===== src/core/otat_pkg.sv =====
// Constants and carrier types shared by the overtemperature assertion timer.
// Assumes a single 125 MHz clock domain and an upstream serial-bus engine
// that presents decoded one-cycle register reads and writes.
package otat_pkg;

  // Register byte addresses.
  localparam logic [7:0] ADDR_STATUS2 = 8'h42;
  localparam logic [7:0] ADDR_MASK1   = 8'h74;
  localparam logic [7:0] ADDR_MASK2   = 8'h75;
  localparam logic [7:0] ADDR_CFG3    = 8'h78;
  localparam logic [7:0] ADDR_TIMER   = 8'h79;
  localparam logic [7:0] ADDR_LIMIT   = 8'h7a;
  localparam logic [7:0] ADDR_CFG4    = 8'h7d;

  // Field positions.
  localparam int CFG3_ALERT_BIT  = 0;
  localparam int CFG3_OTEN_BIT   = 1;
  localparam int CFG3_FULL_SPEED_ON_OVERTEMP_BIT  = 2;
  localparam int STATUS2_OT_BIT  = 5;
  localparam int MASK1_OT_BIT    = 0;
  localparam int MASK2_OT_BIT    = 5;
  localparam int CFG4_ROLE_LSB   = 0;

  // Roles of the multi-function pin.
  localparam logic [1:0] ROLE_TACH     = 2'h0;
  localparam logic [1:0] ROLE_OVERTEMP = 2'h1;
  localparam logic [1:0] ROLE_ALERT    = 2'h2;

  // Values after reset.
  localparam logic [7:0] RST_CFG3    = 8'h00;
  localparam logic [7:0] RST_CFG4    = 8'h00;
  localparam logic [7:0] RST_LIMIT   = 8'h00;
  localparam logic [7:0] RST_MASK    = 8'h00;
  localparam logic [7:0] RST_STATUS  = 8'h00;
  localparam logic [7:0] RST_TIMER   = 8'h00;

  // Timer and fan duty figures.
  localparam logic [7:0] TIMER_FULL  = 8'hff;
  localparam logic [7:0] DUTY_FULL   = 8'hff;
  localparam logic [7:0] DUTY_OFF    = 8'h00;
  localparam real        TICK_PERIOD_MS = 22.76;
  localparam real        CLK_PERIOD_NS  = 8.0;
  localparam int         TICK_CYCLES    =
    int'(TICK_PERIOD_MS * 1.0e6 / CLK_PERIOD_NS);

  // One decoded register access from the serial-bus engine.
  typedef struct packed {
    logic       rd;
    logic       wr;
    logic [7:0] addr;
    logic [7:0] wdata;
  } otat_reg_req_s;

  // Settings of one fan as seen by the full_speed_on_overtemp logic.
  typedef struct packed {
    logic       auto_mode;
    logic       above_start;
    logic [7:0] duty;
  } otat_fan_s;

endpackage


===== src/core/otat_top.sv =====
// Overtemperature line assertion timer, alert and pin function control.
// Assumes an upstream serial-bus engine delivering one-cycle register
// strobes, and a fan controller that supplies per-fan duty and mode.
// Operation
// RQ1: Masking a source hides only its alert; its status bit still sets.
// RQ2: Config three bit 0 makes fan-drive pin two the alert output.
// RQ3: Config four bits 1:0 pick tach input, overtemp line, alert, reserved.
// RQ4: Overtemp enable chooses dedicated pin role and enables multi-pin line.
// RQ5: Timer monitoring enable comes out of reset disabled.
// RQ6: Full_speed_on_overtemp bit drives running fans to full duty while the line is low.
// RQ7: Full_speed_on_overtemp only touches fans already running by duty or temperature.
// RQ8: Full_speed_on_overtemp clear leaves fan duties untouched by line assertions.
// RQ9: Timer counts only during assertion, pausing and resuming cumulatively.
// RQ10: Timer saturates at full scale until cleared.
// RQ11: Reading the timer register clears it.
// RQ12: Bit 0 sets on first assertion; later counts are 22.76 ms each.
// RQ13: Read during assertion clears, sets bit 0, then counts from zero.
// RQ14: Read during assertion with zero limit sets the overtemp status flag.
// RQ15: Timer above limit sets status two bit 5 and raises alert.
// RQ16: Limit zero alerts on first assertion, one after 45.52 ms.
// RQ17: Mask two bit 5 or mask one bit 0 hides the alert by pin.
// RQ18: Host clears status two bit 5 after reading an exceeded timer.
// RQ19: Host keeps the timer mask bit clear to receive alerts.
// RQ20: Status bits are sticky, cleared by a read once the cause ends.
// RQ21: Alert stays low while out of limit and until status is read.
// RQ22: Alert is active-low open drain for any unmasked set status bit.
`timescale 1ns/10ps
module otat_top #(
  parameter int TICK_CYCLES = otat_pkg::TICK_CYCLES,
  parameter int NUM_FANS    = 3
) (
  input  wire logic                   CLK,
  input  wire logic                   RST,
  input  otat_pkg::otat_reg_req_s     REG_REQ,
  output logic                        REG_RVALID,
  output logic [7:0]                  REG_RDATA,
  input  wire logic                   OVERTEMP_LINE_N_IN,
  input  wire logic                   MULTI_PIN_IN,
  output logic                        MULTI_PIN_OUT,
  output logic                        MULTI_PIN_OE,
  output logic                        FAN2_PIN_OUT,
  output logic                        FAN2_PIN_OE,
  input  wire logic                   FAN_DRIVE_OUTPUT_2,
  output logic                        FAN_SPEED_INPUT_4,
  output logic                        VIN25_MEASURE_EN,
  input  otat_pkg::otat_fan_s [NUM_FANS-1:0] FAN_IN,
  output logic [NUM_FANS-1:0][7:0]    FAN_DUTY_OUT
);

  logic [7:0] cfg3_q;
  logic [7:0] cfg4_q;
  logic [7:0] limit_q;
  logic [7:0] mask1_q;
  logic [7:0] mask2_q;
  logic       ot_status_q;
  logic       ot_status_d;
  logic [7:0] timer_val;
  logic [1:0] pins_sync;
  logic       ded_line_n;
  logic       multi_line_n;

  // Pin levels from outside pass two flip-flops before any logic.
  // Both pins share one synchroniser so that they see the same latency;
  // a pulse shorter than two clocks may be lost.
  otat_sync #(
    .W        (2)
  ) u_sync (
    .clk      (CLK),
    .rst      (RST),
    .async_in ({MULTI_PIN_IN, OVERTEMP_LINE_N_IN}),
    .sync_out (pins_sync)
  );

  assign ded_line_n   = pins_sync[0];
  assign multi_line_n = pins_sync[1];

  // Address match, shared by the write strobes and the read selector.
  function automatic logic addr_is(logic [7:0] addr, logic [7:0] reg_addr);
    return (addr == reg_addr);
  endfunction

  logic hit_cfg3;
  logic hit_cfg4;
  logic hit_limit;
  logic hit_mask1;
  logic hit_mask2;
  logic hit_timer;
  logic hit_status2;

  assign hit_cfg3    = addr_is(REG_REQ.addr, otat_pkg::ADDR_CFG3);
  assign hit_cfg4    = addr_is(REG_REQ.addr, otat_pkg::ADDR_CFG4);
  assign hit_limit   = addr_is(REG_REQ.addr, otat_pkg::ADDR_LIMIT);
  assign hit_mask1   = addr_is(REG_REQ.addr, otat_pkg::ADDR_MASK1);
  assign hit_mask2   = addr_is(REG_REQ.addr, otat_pkg::ADDR_MASK2);
  assign hit_timer   = addr_is(REG_REQ.addr, otat_pkg::ADDR_TIMER);
  assign hit_status2 = addr_is(REG_REQ.addr, otat_pkg::ADDR_STATUS2);

  // Register access decoding.
  logic wr_cfg3;
  logic wr_cfg4;
  logic wr_limit;
  logic wr_mask1;
  logic wr_mask2;
  logic rd_timer;
  logic rd_status2;

  assign wr_cfg3    = REG_REQ.wr && hit_cfg3;
  assign wr_cfg4    = REG_REQ.wr && hit_cfg4;
  assign wr_limit   = REG_REQ.wr && hit_limit;
  assign wr_mask1   = REG_REQ.wr && hit_mask1;
  assign wr_mask2   = REG_REQ.wr && hit_mask2;
  assign rd_timer   = REG_REQ.rd && hit_timer;
  assign rd_status2 = REG_REQ.rd && hit_status2;

  // Configuration fields.
  logic       alert_on_fan2;
  logic       ot_enable;
  logic       full_speed_on_overtemp_en;
  logic [1:0] multi_role;

  assign alert_on_fan2 = cfg3_q[otat_pkg::CFG3_ALERT_BIT];  // RQ2
  assign ot_enable     = cfg3_q[otat_pkg::CFG3_OTEN_BIT];
  assign full_speed_on_overtemp_en      = cfg3_q[otat_pkg::CFG3_FULL_SPEED_ON_OVERTEMP_BIT];
  assign multi_role    = cfg4_q[otat_pkg::CFG4_ROLE_LSB +: 2];  // RQ3

  // Which pins carry the overtemperature line.
  logic multi_is_ot;
  logic multi_is_alert;
  logic multi_is_tach;
  logic line_asserted;

  assign multi_is_ot    = (multi_role == otat_pkg::ROLE_OVERTEMP);
  assign multi_is_alert = (multi_role == otat_pkg::ROLE_ALERT);
  assign multi_is_tach  = (multi_role == otat_pkg::ROLE_TACH);
  // Monitoring works only once the enable is set; it resets clear.
  assign line_asserted  = ot_enable &&  // RQ4 RQ5
                          (!ded_line_n || (multi_is_ot && !multi_line_n));
  assign VIN25_MEASURE_EN = !ot_enable;  // RQ4

  // Accumulating timer, cleared by a read of its register.
  // A count advances only after a whole tick of assertion; short bursts
  // still add to the partial count held inside the timer.
  otat_timer #(
    .TICK_CYCLES (TICK_CYCLES)
  ) u_timer (
    .clk      (CLK),
    .rst      (RST),
    .asserted (line_asserted),
    .clr      (rd_timer),
    .value_q  (timer_val)
  );

  // Limit compare; a zero limit trips on the first assertion, also after
  // a read taken while the line is held low.
  logic exceeded;

  assign exceeded = (timer_val > limit_q);  // RQ15 RQ16 RQ14

  // Sticky status: the set wins over a read that arrives in the same cycle,
  // and the read only clears once the cause has gone.
  // Otherwise a read racing a new excursion would drop an event that
  // software never saw.
  assign ot_status_d = exceeded ||
                       (ot_status_q && !rd_status2);  // RQ20 RQ1

  // Mask selection follows the pin that carries the line.
  // When the multi-function pin carries it, the second mask register
  // applies; otherwise the bit in the first mask register does.
  logic ot_masked;
  logic alert_active;

  assign ot_masked = multi_is_ot ? mask2_q[otat_pkg::MASK2_OT_BIT]
                                 : mask1_q[otat_pkg::MASK1_OT_BIT];  // RQ17
  // Alert holds while the status bit is set and unmasked.
  assign alert_active = ot_status_q && !ot_masked;  // RQ22 RQ21 RQ1

  // Pin function multiplexing; alert pins are open drain pulled low.
  // In fan-drive role the pin is push-pull, shown as a constant enable;
  // in alert role only the low level is ever driven.
  assign FAN2_PIN_OUT  = alert_on_fan2 ? 1'b0 : FAN_DRIVE_OUTPUT_2;  // RQ2
  assign FAN2_PIN_OE   = alert_on_fan2 ? alert_active : 1'b1;  // RQ22
  assign MULTI_PIN_OUT = 1'b0;
  assign MULTI_PIN_OE  = multi_is_alert && alert_active;  // RQ3 RQ22

  // Tach reading is forwarded only while the pin has that role.
  // The reserved role reads as an idle input.
  always_ff @(posedge CLK or posedge RST) begin
    if (RST) begin
      FAN_SPEED_INPUT_4 <= 1'b1;
    end else begin
      FAN_SPEED_INPUT_4 <= multi_is_tach ? multi_line_n : 1'b1;  // RQ3
    end
  end

  // Full_speed_on_overtemp to full duty for running fans while the line is low.
  // A stopped fan stays stopped, so full_speed_on_overtemp never spins up a fan that
  // software has parked on purpose.
  genvar f;
  generate
    for (f = 0; f < NUM_FANS; f++) begin : g_fan
      logic running;
      logic full_speed_on_overtemp_now;
      assign running   = FAN_IN[f].auto_mode ? FAN_IN[f].above_start
                         : (FAN_IN[f].duty != otat_pkg::DUTY_OFF);  // RQ7
      assign full_speed_on_overtemp_now = full_speed_on_overtemp_en && line_asserted && running;  // RQ6 RQ8
      always_ff @(posedge CLK or posedge RST) begin
        if (RST) begin
          FAN_DUTY_OUT[f] <= otat_pkg::DUTY_FULL;
        end else begin
          FAN_DUTY_OUT[f] <= full_speed_on_overtemp_now ? otat_pkg::DUTY_FULL
                                       : FAN_IN[f].duty;  // RQ6 RQ8
        end
      end
    end
  endgenerate

  // Configuration register three; monitoring comes out of reset disabled.
  always_ff @(posedge CLK or posedge RST) begin
    if (RST) begin
      cfg3_q <= otat_pkg::RST_CFG3;  // RQ5
    end else if (wr_cfg3) begin
      cfg3_q <= REG_REQ.wdata;
    end
  end

  // Configuration register four, holding the multi-function pin role.
  always_ff @(posedge CLK or posedge RST) begin
    if (RST) begin
      cfg4_q <= otat_pkg::RST_CFG4;
    end else if (wr_cfg4) begin
      cfg4_q <= REG_REQ.wdata;
    end
  end

  // Timer limit register.
  always_ff @(posedge CLK or posedge RST) begin
    if (RST) begin
      limit_q <= otat_pkg::RST_LIMIT;
    end else if (wr_limit) begin
      limit_q <= REG_REQ.wdata;
    end
  end

  // First interrupt mask register.
  always_ff @(posedge CLK or posedge RST) begin
    if (RST) begin
      mask1_q <= otat_pkg::RST_MASK;
    end else if (wr_mask1) begin
      mask1_q <= REG_REQ.wdata;
    end
  end

  // Second interrupt mask register.
  always_ff @(posedge CLK or posedge RST) begin
    if (RST) begin
      mask2_q <= otat_pkg::RST_MASK;
    end else if (wr_mask2) begin
      mask2_q <= REG_REQ.wdata;
    end
  end

  // Status flag storage.
  always_ff @(posedge CLK or posedge RST) begin
    if (RST) begin
      ot_status_q <= 1'b0;
    end else begin
      ot_status_q <= ot_status_d;  // RQ20
    end
  end

  // Read data selection; unmapped addresses read as zero.
  logic [7:0] rd_mux;
  logic [7:0] status2_view;

  assign status2_view = {2'b00, ot_status_q, 5'b0_0000};
  assign rd_mux =
    hit_cfg3    ? cfg3_q       :
    hit_cfg4    ? cfg4_q       :
    hit_limit   ? limit_q      :
    hit_mask1   ? mask1_q      :
    hit_mask2   ? mask2_q      :
    hit_timer   ? timer_val    :
    hit_status2 ? status2_view : 8'h00;

  // Read answer valid one cycle after the strobe.
  always_ff @(posedge CLK or posedge RST) begin
    if (RST) begin
      REG_RVALID <= 1'b0;
    end else begin
      REG_RVALID <= REG_REQ.rd;
    end
  end

  // Read data held until the next read; the timer value is captured
  // before the same edge clears it.
  always_ff @(posedge CLK or posedge RST) begin
    if (RST) begin
      REG_RDATA <= 8'h00;
    end else if (REG_REQ.rd) begin
      REG_RDATA <= rd_mux;  // RQ11
    end
  end

endmodule


===== src/core/otat_sync.sv =====
// Two-stage synchroniser for a group of asynchronous pin levels.
// Assumes the inputs are slow levels; no pulse narrower than two clocks.
`timescale 1ns/10ps
module otat_sync #(
  parameter int W = 1
) (
  input  wire logic         clk,
  input  wire logic         rst,
  input  wire logic [W-1:0] async_in,
  output logic      [W-1:0] sync_out
);

  logic [W-1:0] meta_q;

  // First stage feeds only the second stage; resets to the idle high level.
  always_ff @(posedge clk or posedge rst) begin
    if (rst) begin
      meta_q   <= '1;
      sync_out <= '1;
    end else begin
      meta_q   <= async_in;
      sync_out <= meta_q;
    end
  end

endmodule


===== src/core/otat_timer.sv =====
// Cumulative saturating assertion timer with clear on read.
// Assumes asserted is synchronous and clr is a one-cycle read strobe.
`timescale 1ns/10ps
module otat_timer #(
  parameter int TICK_CYCLES = otat_pkg::TICK_CYCLES
) (
  input  wire logic       clk,
  input  wire logic       rst,
  input  wire logic       asserted,
  input  wire logic       clr,
  output logic      [7:0] value_q
);

  localparam int SW = $clog2(TICK_CYCLES + 1);
  localparam logic [SW-1:0] SUB_LAST = SW'(TICK_CYCLES - 1);

  logic [SW-1:0] sub_q;
  logic [SW-1:0] sub_d;
  logic [7:0]    tick_q;
  logic [7:0]    tick_d;
  logic          seen_q;
  logic          seen_d;
  logic          sat;
  logic          wrap;
  logic [7:0]    value_d;

  // Counting pauses when the line is released and stops at full scale.
  assign sat  = (tick_q == otat_pkg::TIMER_FULL);
  assign wrap = asserted && !sat && (sub_q == SUB_LAST);
  // A read restarts from zero; an ongoing assertion marks the first bit.
  assign seen_d = clr ? asserted : (seen_q | asserted);  // RQ13
  assign tick_d = clr ? 8'h00 : (wrap ? tick_q + 8'h01 : tick_q);  // RQ10
  assign sub_d  = (clr || wrap) ? '0 :
                  ((asserted && !sat) ? sub_q + SW'(1) : sub_q);  // RQ9
  // Bit 0 shows the first assertion until the second period is reached.
  assign value_d = (tick_d == 8'h00) ? {7'h00, seen_d} : tick_d;  // RQ12

  // Timer state.
  always_ff @(posedge clk or posedge rst) begin
    if (rst) begin
      sub_q   <= '0;
      tick_q  <= otat_pkg::RST_TIMER;
      seen_q  <= 1'b0;
      value_q <= otat_pkg::RST_TIMER;
    end else begin
      sub_q   <= sub_d;
      tick_q  <= tick_d;
      seen_q  <= seen_d;
      value_q <= value_d;  // RQ11
    end
  end

endmodule


===== config.mk =====
export PLATFORM = sky130hd
export DESIGN_NAME = otat_top
export DESIGN_NICKNAME = d
export VERILOG_FILES = /design/src/core/otat_pkg.sv /design/src/core/otat_top.sv /design/src/core/otat_sync.sv /design/src/core/otat_timer.sv
export SDC_FILE = /design/constraint.sdc
export NUM_CORES = 1
export LEC_CHECK = 0
export BUFFER_PORTS_ARGS = -buffer_cell sky130_fd_sc_hd__buf_2
export CORE_UTILIZATION = 50
export DETAILED_ROUTE_END_ITERATION = 8
export PLACE_DENSITY = 0.72
export SLEW_MARGIN = 10
export SYNTH_ARGS = -nofsm -noshare
export SYNTH_HDL_FRONTEND = slang
export SYNTH_HIERARCHICAL = 1
export SYNTH_SLANG_ARGS = --single-unit

===== constraint.sdc =====
create_clock -name CLK -period 7.8 [get_ports CLK]
set_input_delay 1.95 -clock CLK [delete_from_list [all_inputs] [get_ports CLK]]
set_output_delay 1.95 -clock CLK [all_outputs]
set_load 0.005 [all_outputs]

==> reports/qor.txt <==
Via-to-Cell Ratio - 5.68
syn_nets - 578
Core Rows - 39
final hold slack - 0.354 ns
DR vias - 4327
Longest Clk Path Bufs - 2
Die H - 110 um
Die Area - 0.0121 mm^2
outcome - finished clean
cell count after synthesis - 515
starting density of the core - 0.512
# IOs - 92
Internal Power - 1.19 mW
post-synthesis sequential area ratio - 0.509
endpoint class of the critical path - flip-flop
Clk pwr share - 0.484
Clk pin slew, worst setup/hold paths - 0.05 ns
CP startpoint kind - input port
Crit path max-delay family - simple AND/OR/NAND/NOR gates
I/O Buffers - 90
syn_area_per_cell - 11.3 um^2
Reg2Reg Setup Slack - 4.84 ns
critical path class - in -> reg
global-route wire length before repair - 21.7 mm
Power Dens Cells - 224 mW/mm^2
r2r endpoint - u_timer/value_q[0]
Async S/R FF share, synth - 1.00
hold_sp - u_sync/meta_q[1]
initial DRC count - 318
Remaining DRCs - 0
worst hold path type - reg -> reg
Hold Path Sink - u_sync/sync_out[1]
Resized cells post-CTS - 0
Die X - 110 um
LEAKAGE - 3.19 nW
Slew headroom - 0.385
reg-to-reg startpoint - cfg4_q[0]
Core Region - 0.0114 mm^2
root buf cell - clkbuf_16
hpwl dp - 9.34 mm
# setup viols final - 0
CP max stage delay - 0.75 ns
CTS sink cnt - 117
Synth cell types - 75
hold_buf cts - 0
Post-Syn Area - 0.00583 mm^2
placed cell count - 730
fin crit share - 0.558
DRT Pass-1 Iters - 5
synth warn - 6
H-tree depth reported by CTS - 4
critical path required time - 8.09 ns
Post-CTS Setup Bufs - 0
Max VDD drop - 0.155 mV
crit-path max FO - 20
Finished Layout Cells - 762
Hold Fails Final Rpt - 0
Post-synth EDFFs - 0
Worst-Margin Slew - 0.922 ns
GRT Overall Usage - 0.241
DRT Wirelength - 13.1 mm
CP arrival - 4.64 ns
largest net degree at the start of global routing - 76
worst skew pair latency - 0.41 ns
Reg power frac - 0.430
Tmin final - 4.35 ns
# Max-Cap Violations - 0
Routed Antenna Nets - 0
nets - 669
CTS buffer count - 17
Yosys reg bits - 117
P_sw - 368 uW
Placer Congestion - 0.871
share of cells above drive strength 1 - 0.357
Cells on Worst Hold Path - 0
total gr overflow - 0
Layout area overhead - 19.2%
switching portion of total power - 0.236
count of final max-slew check failures - 0
Comb power frac - 0.087
CP max stage cell - and3_1
Worst Reg2Reg Path Length in Cells - 8
TritonCTS clock tree - yes
Fmax - 230 MHz
Top FF cell, synth - dfrtp_1
Cell Chain, Critical Path - buf_2 -> nor2b_1 -> and3_1 -> o21ai_0 -> or4_1 -> xor2_1 -> nor2_1
Final TNS setup - 0 ns
skew final - 0.00524 ns
drt wl/cell - 17.3 um
fin util - 0.611
number of global-route vias before repair - 4313
initial antenna violation count - 1
WP buf/inv - 1
RSZ-0062 raised after global routing - false
# diodes - 0
==> cells in the final DEF, fill, tap and decap left out, types with 4 or more instances in the layout <==
cell / count
mux2_4: 8
or3_1: 7
nand3_1: 10
a21oi_1: 18
or2_1: 26
nor3_1: 4
dfstp_2: 29
ha_1: 10
o21ai_0: 8
nand2_1: 20
clkinv_2: 4
a22o_1: 8
nor4_1: 14
dfrtp_1: 88
nor2b_1: 5
and3_1: 9
nor2_1: 39
mux2_1: 4
mux2_2: 28
a21o_1: 4
xor2_1: 7
or4_1: 5
clkbuf_16: 17
buf_2: 90
a31oi_1: 13
inv_1: 36
mux2i_1: 7
o2bb2ai_1: 5
xnor2_1: 13
o2111ai_1: 4
==> worst reg2reg max path: cells and delay by family (launching register included) <==
| kind | cells | cell delay, ns |
|---|---|---|
| AOI/OAI and AO/OA | 4 | 0.93 |
| DFF | 1 | 0.45 |
| and+or+nand+nor | 4 | 1.46 |
==> state kept, by name, summed over array words and instances (netlist names) <==
register and flops:
FAN_DUTY_OUT 24, u_timer/sub_q 22, REG_RDATA 8, cfg3_q 8, cfg4_q 8, limit_q 8
mask1_q 8, mask2_q 8, u_timer/tick_q 8, u_timer/value_q 7, u_sync/meta_q 2, u_sync/sync_out 2
FAN_SPEED_INPUT_4 1, REG_RVALID 1, ot_status_q 1, u_timer/seen_q 1
==> cells in the mapped netlist (all sizes together) (5+ instances only) <==
library cell	n	area share
a21oi	20	0.018
a22o	8	0.012
a31oi	13	0.014
and3	10	0.011
buf	15	0.016
clkbuf	6	0.0039
dfrtp	88	0.38
dfstp	29	0.13
ha	10	0.021
inv	37	0.024
mux2	40	0.082
mux2i	7	0.012
nand2	23	0.016
nand3	13	0.014
nor2	40	0.027
nor2b	5	0.0054
nor3	7	0.011
nor4	15	0.019
o21ai	9	0.0077
o2bb2ai	5	0.0075
or2	27	0.029
or3	7	0.0075
or4	6	0.0079
xnor2	13	0.020
xor2	7	0.011
==> area by class of cell <==
type                            count  area [um^2]
Clock buffer                       20          457
Clock inverter                     12          129
Fill cell                         917         4420
Inverter                           37          139
Multi-Input combinational cell    340         2610
Sequential cell                   117         2960
Tap cell                          143          179
Timing Repair Buffer               93          473
==> logic make-up after synthesis <==
family | after synthesis | synth area share
compound gates | 87 | 0.114
xor+xnor | 20 | 0.0301
fa+ha+maj | 10 | 0.0215
buf+inv | 58 | 0.0440
flops | 117 | 0.509
mux | 47 | 0.0945
other cells | 1 | 0.000644
simple gates | 175 | 0.186
==> worst max path at each step <==
stage / from / end / slack, ns / cells past startpoint
floorplan: FAN_DRIVE_OUTPUT_2 / FAN2_PIN_OUT / 3.77 / 1
global placement: REG_REQ[11] / u_timer/sub_q[9] / 3.18 / 7
detailed placement: REG_REQ[11] / u_timer/sub_q[9] / 3.07 / 7
CTS: REG_REQ[11] / u_timer/sub_q[9] / 3.52 / 7
global route: REG_REQ[10] / u_timer/sub_q[9] / 3.22 / 7
finish: REG_REQ[11] / u_timer/sub_q[9] / 3.45 / 7
==> power by group through the flow <==
stage | Sequential [mW] | Clock, mW | Combinational, mW
detailed placement | 0.679 | 0 | 0.135
global route | 0.674 | 0.797 | 0.152
CTS | 0.670 | 0.769 | 0.136
global placement | 0.678 | 0 | 0.129
floorplan | 0.673 | 0 | 0.0858
finish | 0.670 | 0.754 | 0.135
==> metal layers <==
layer | part of all wire | up-vias | routed length, um | track usage
li1 | - | 2026 | - | -
met1 | 0.43 | 2137 | 5700 | 0.306
met2 | 0.49 | 143 | 6500 | 0.391
met3 | 0.055 | 19 | 722 | 0.0705
met4 | 0.016 | 2 | 209 | 0.0886
met5 | 0.00099 | - | 13 | 0
==> through the flow <==
stage | instance area, um^2 | worst slack (ns) | total power [mW]
4_1_cts | 6950 | 3.52 | 1.58
5_1_grt | 6950 | 3.22 | 1.62
3_5_place_dp | 6360 | 3.07 | 0.815
3_3_place_gp | 6360 | 3.18 | 0.808
2_1_floorplan | 5830 | 3.77 | 0.759
6_report | 6950 | 3.45 | 1.56
Note: power is estimated with default switching activity, not from simulation.
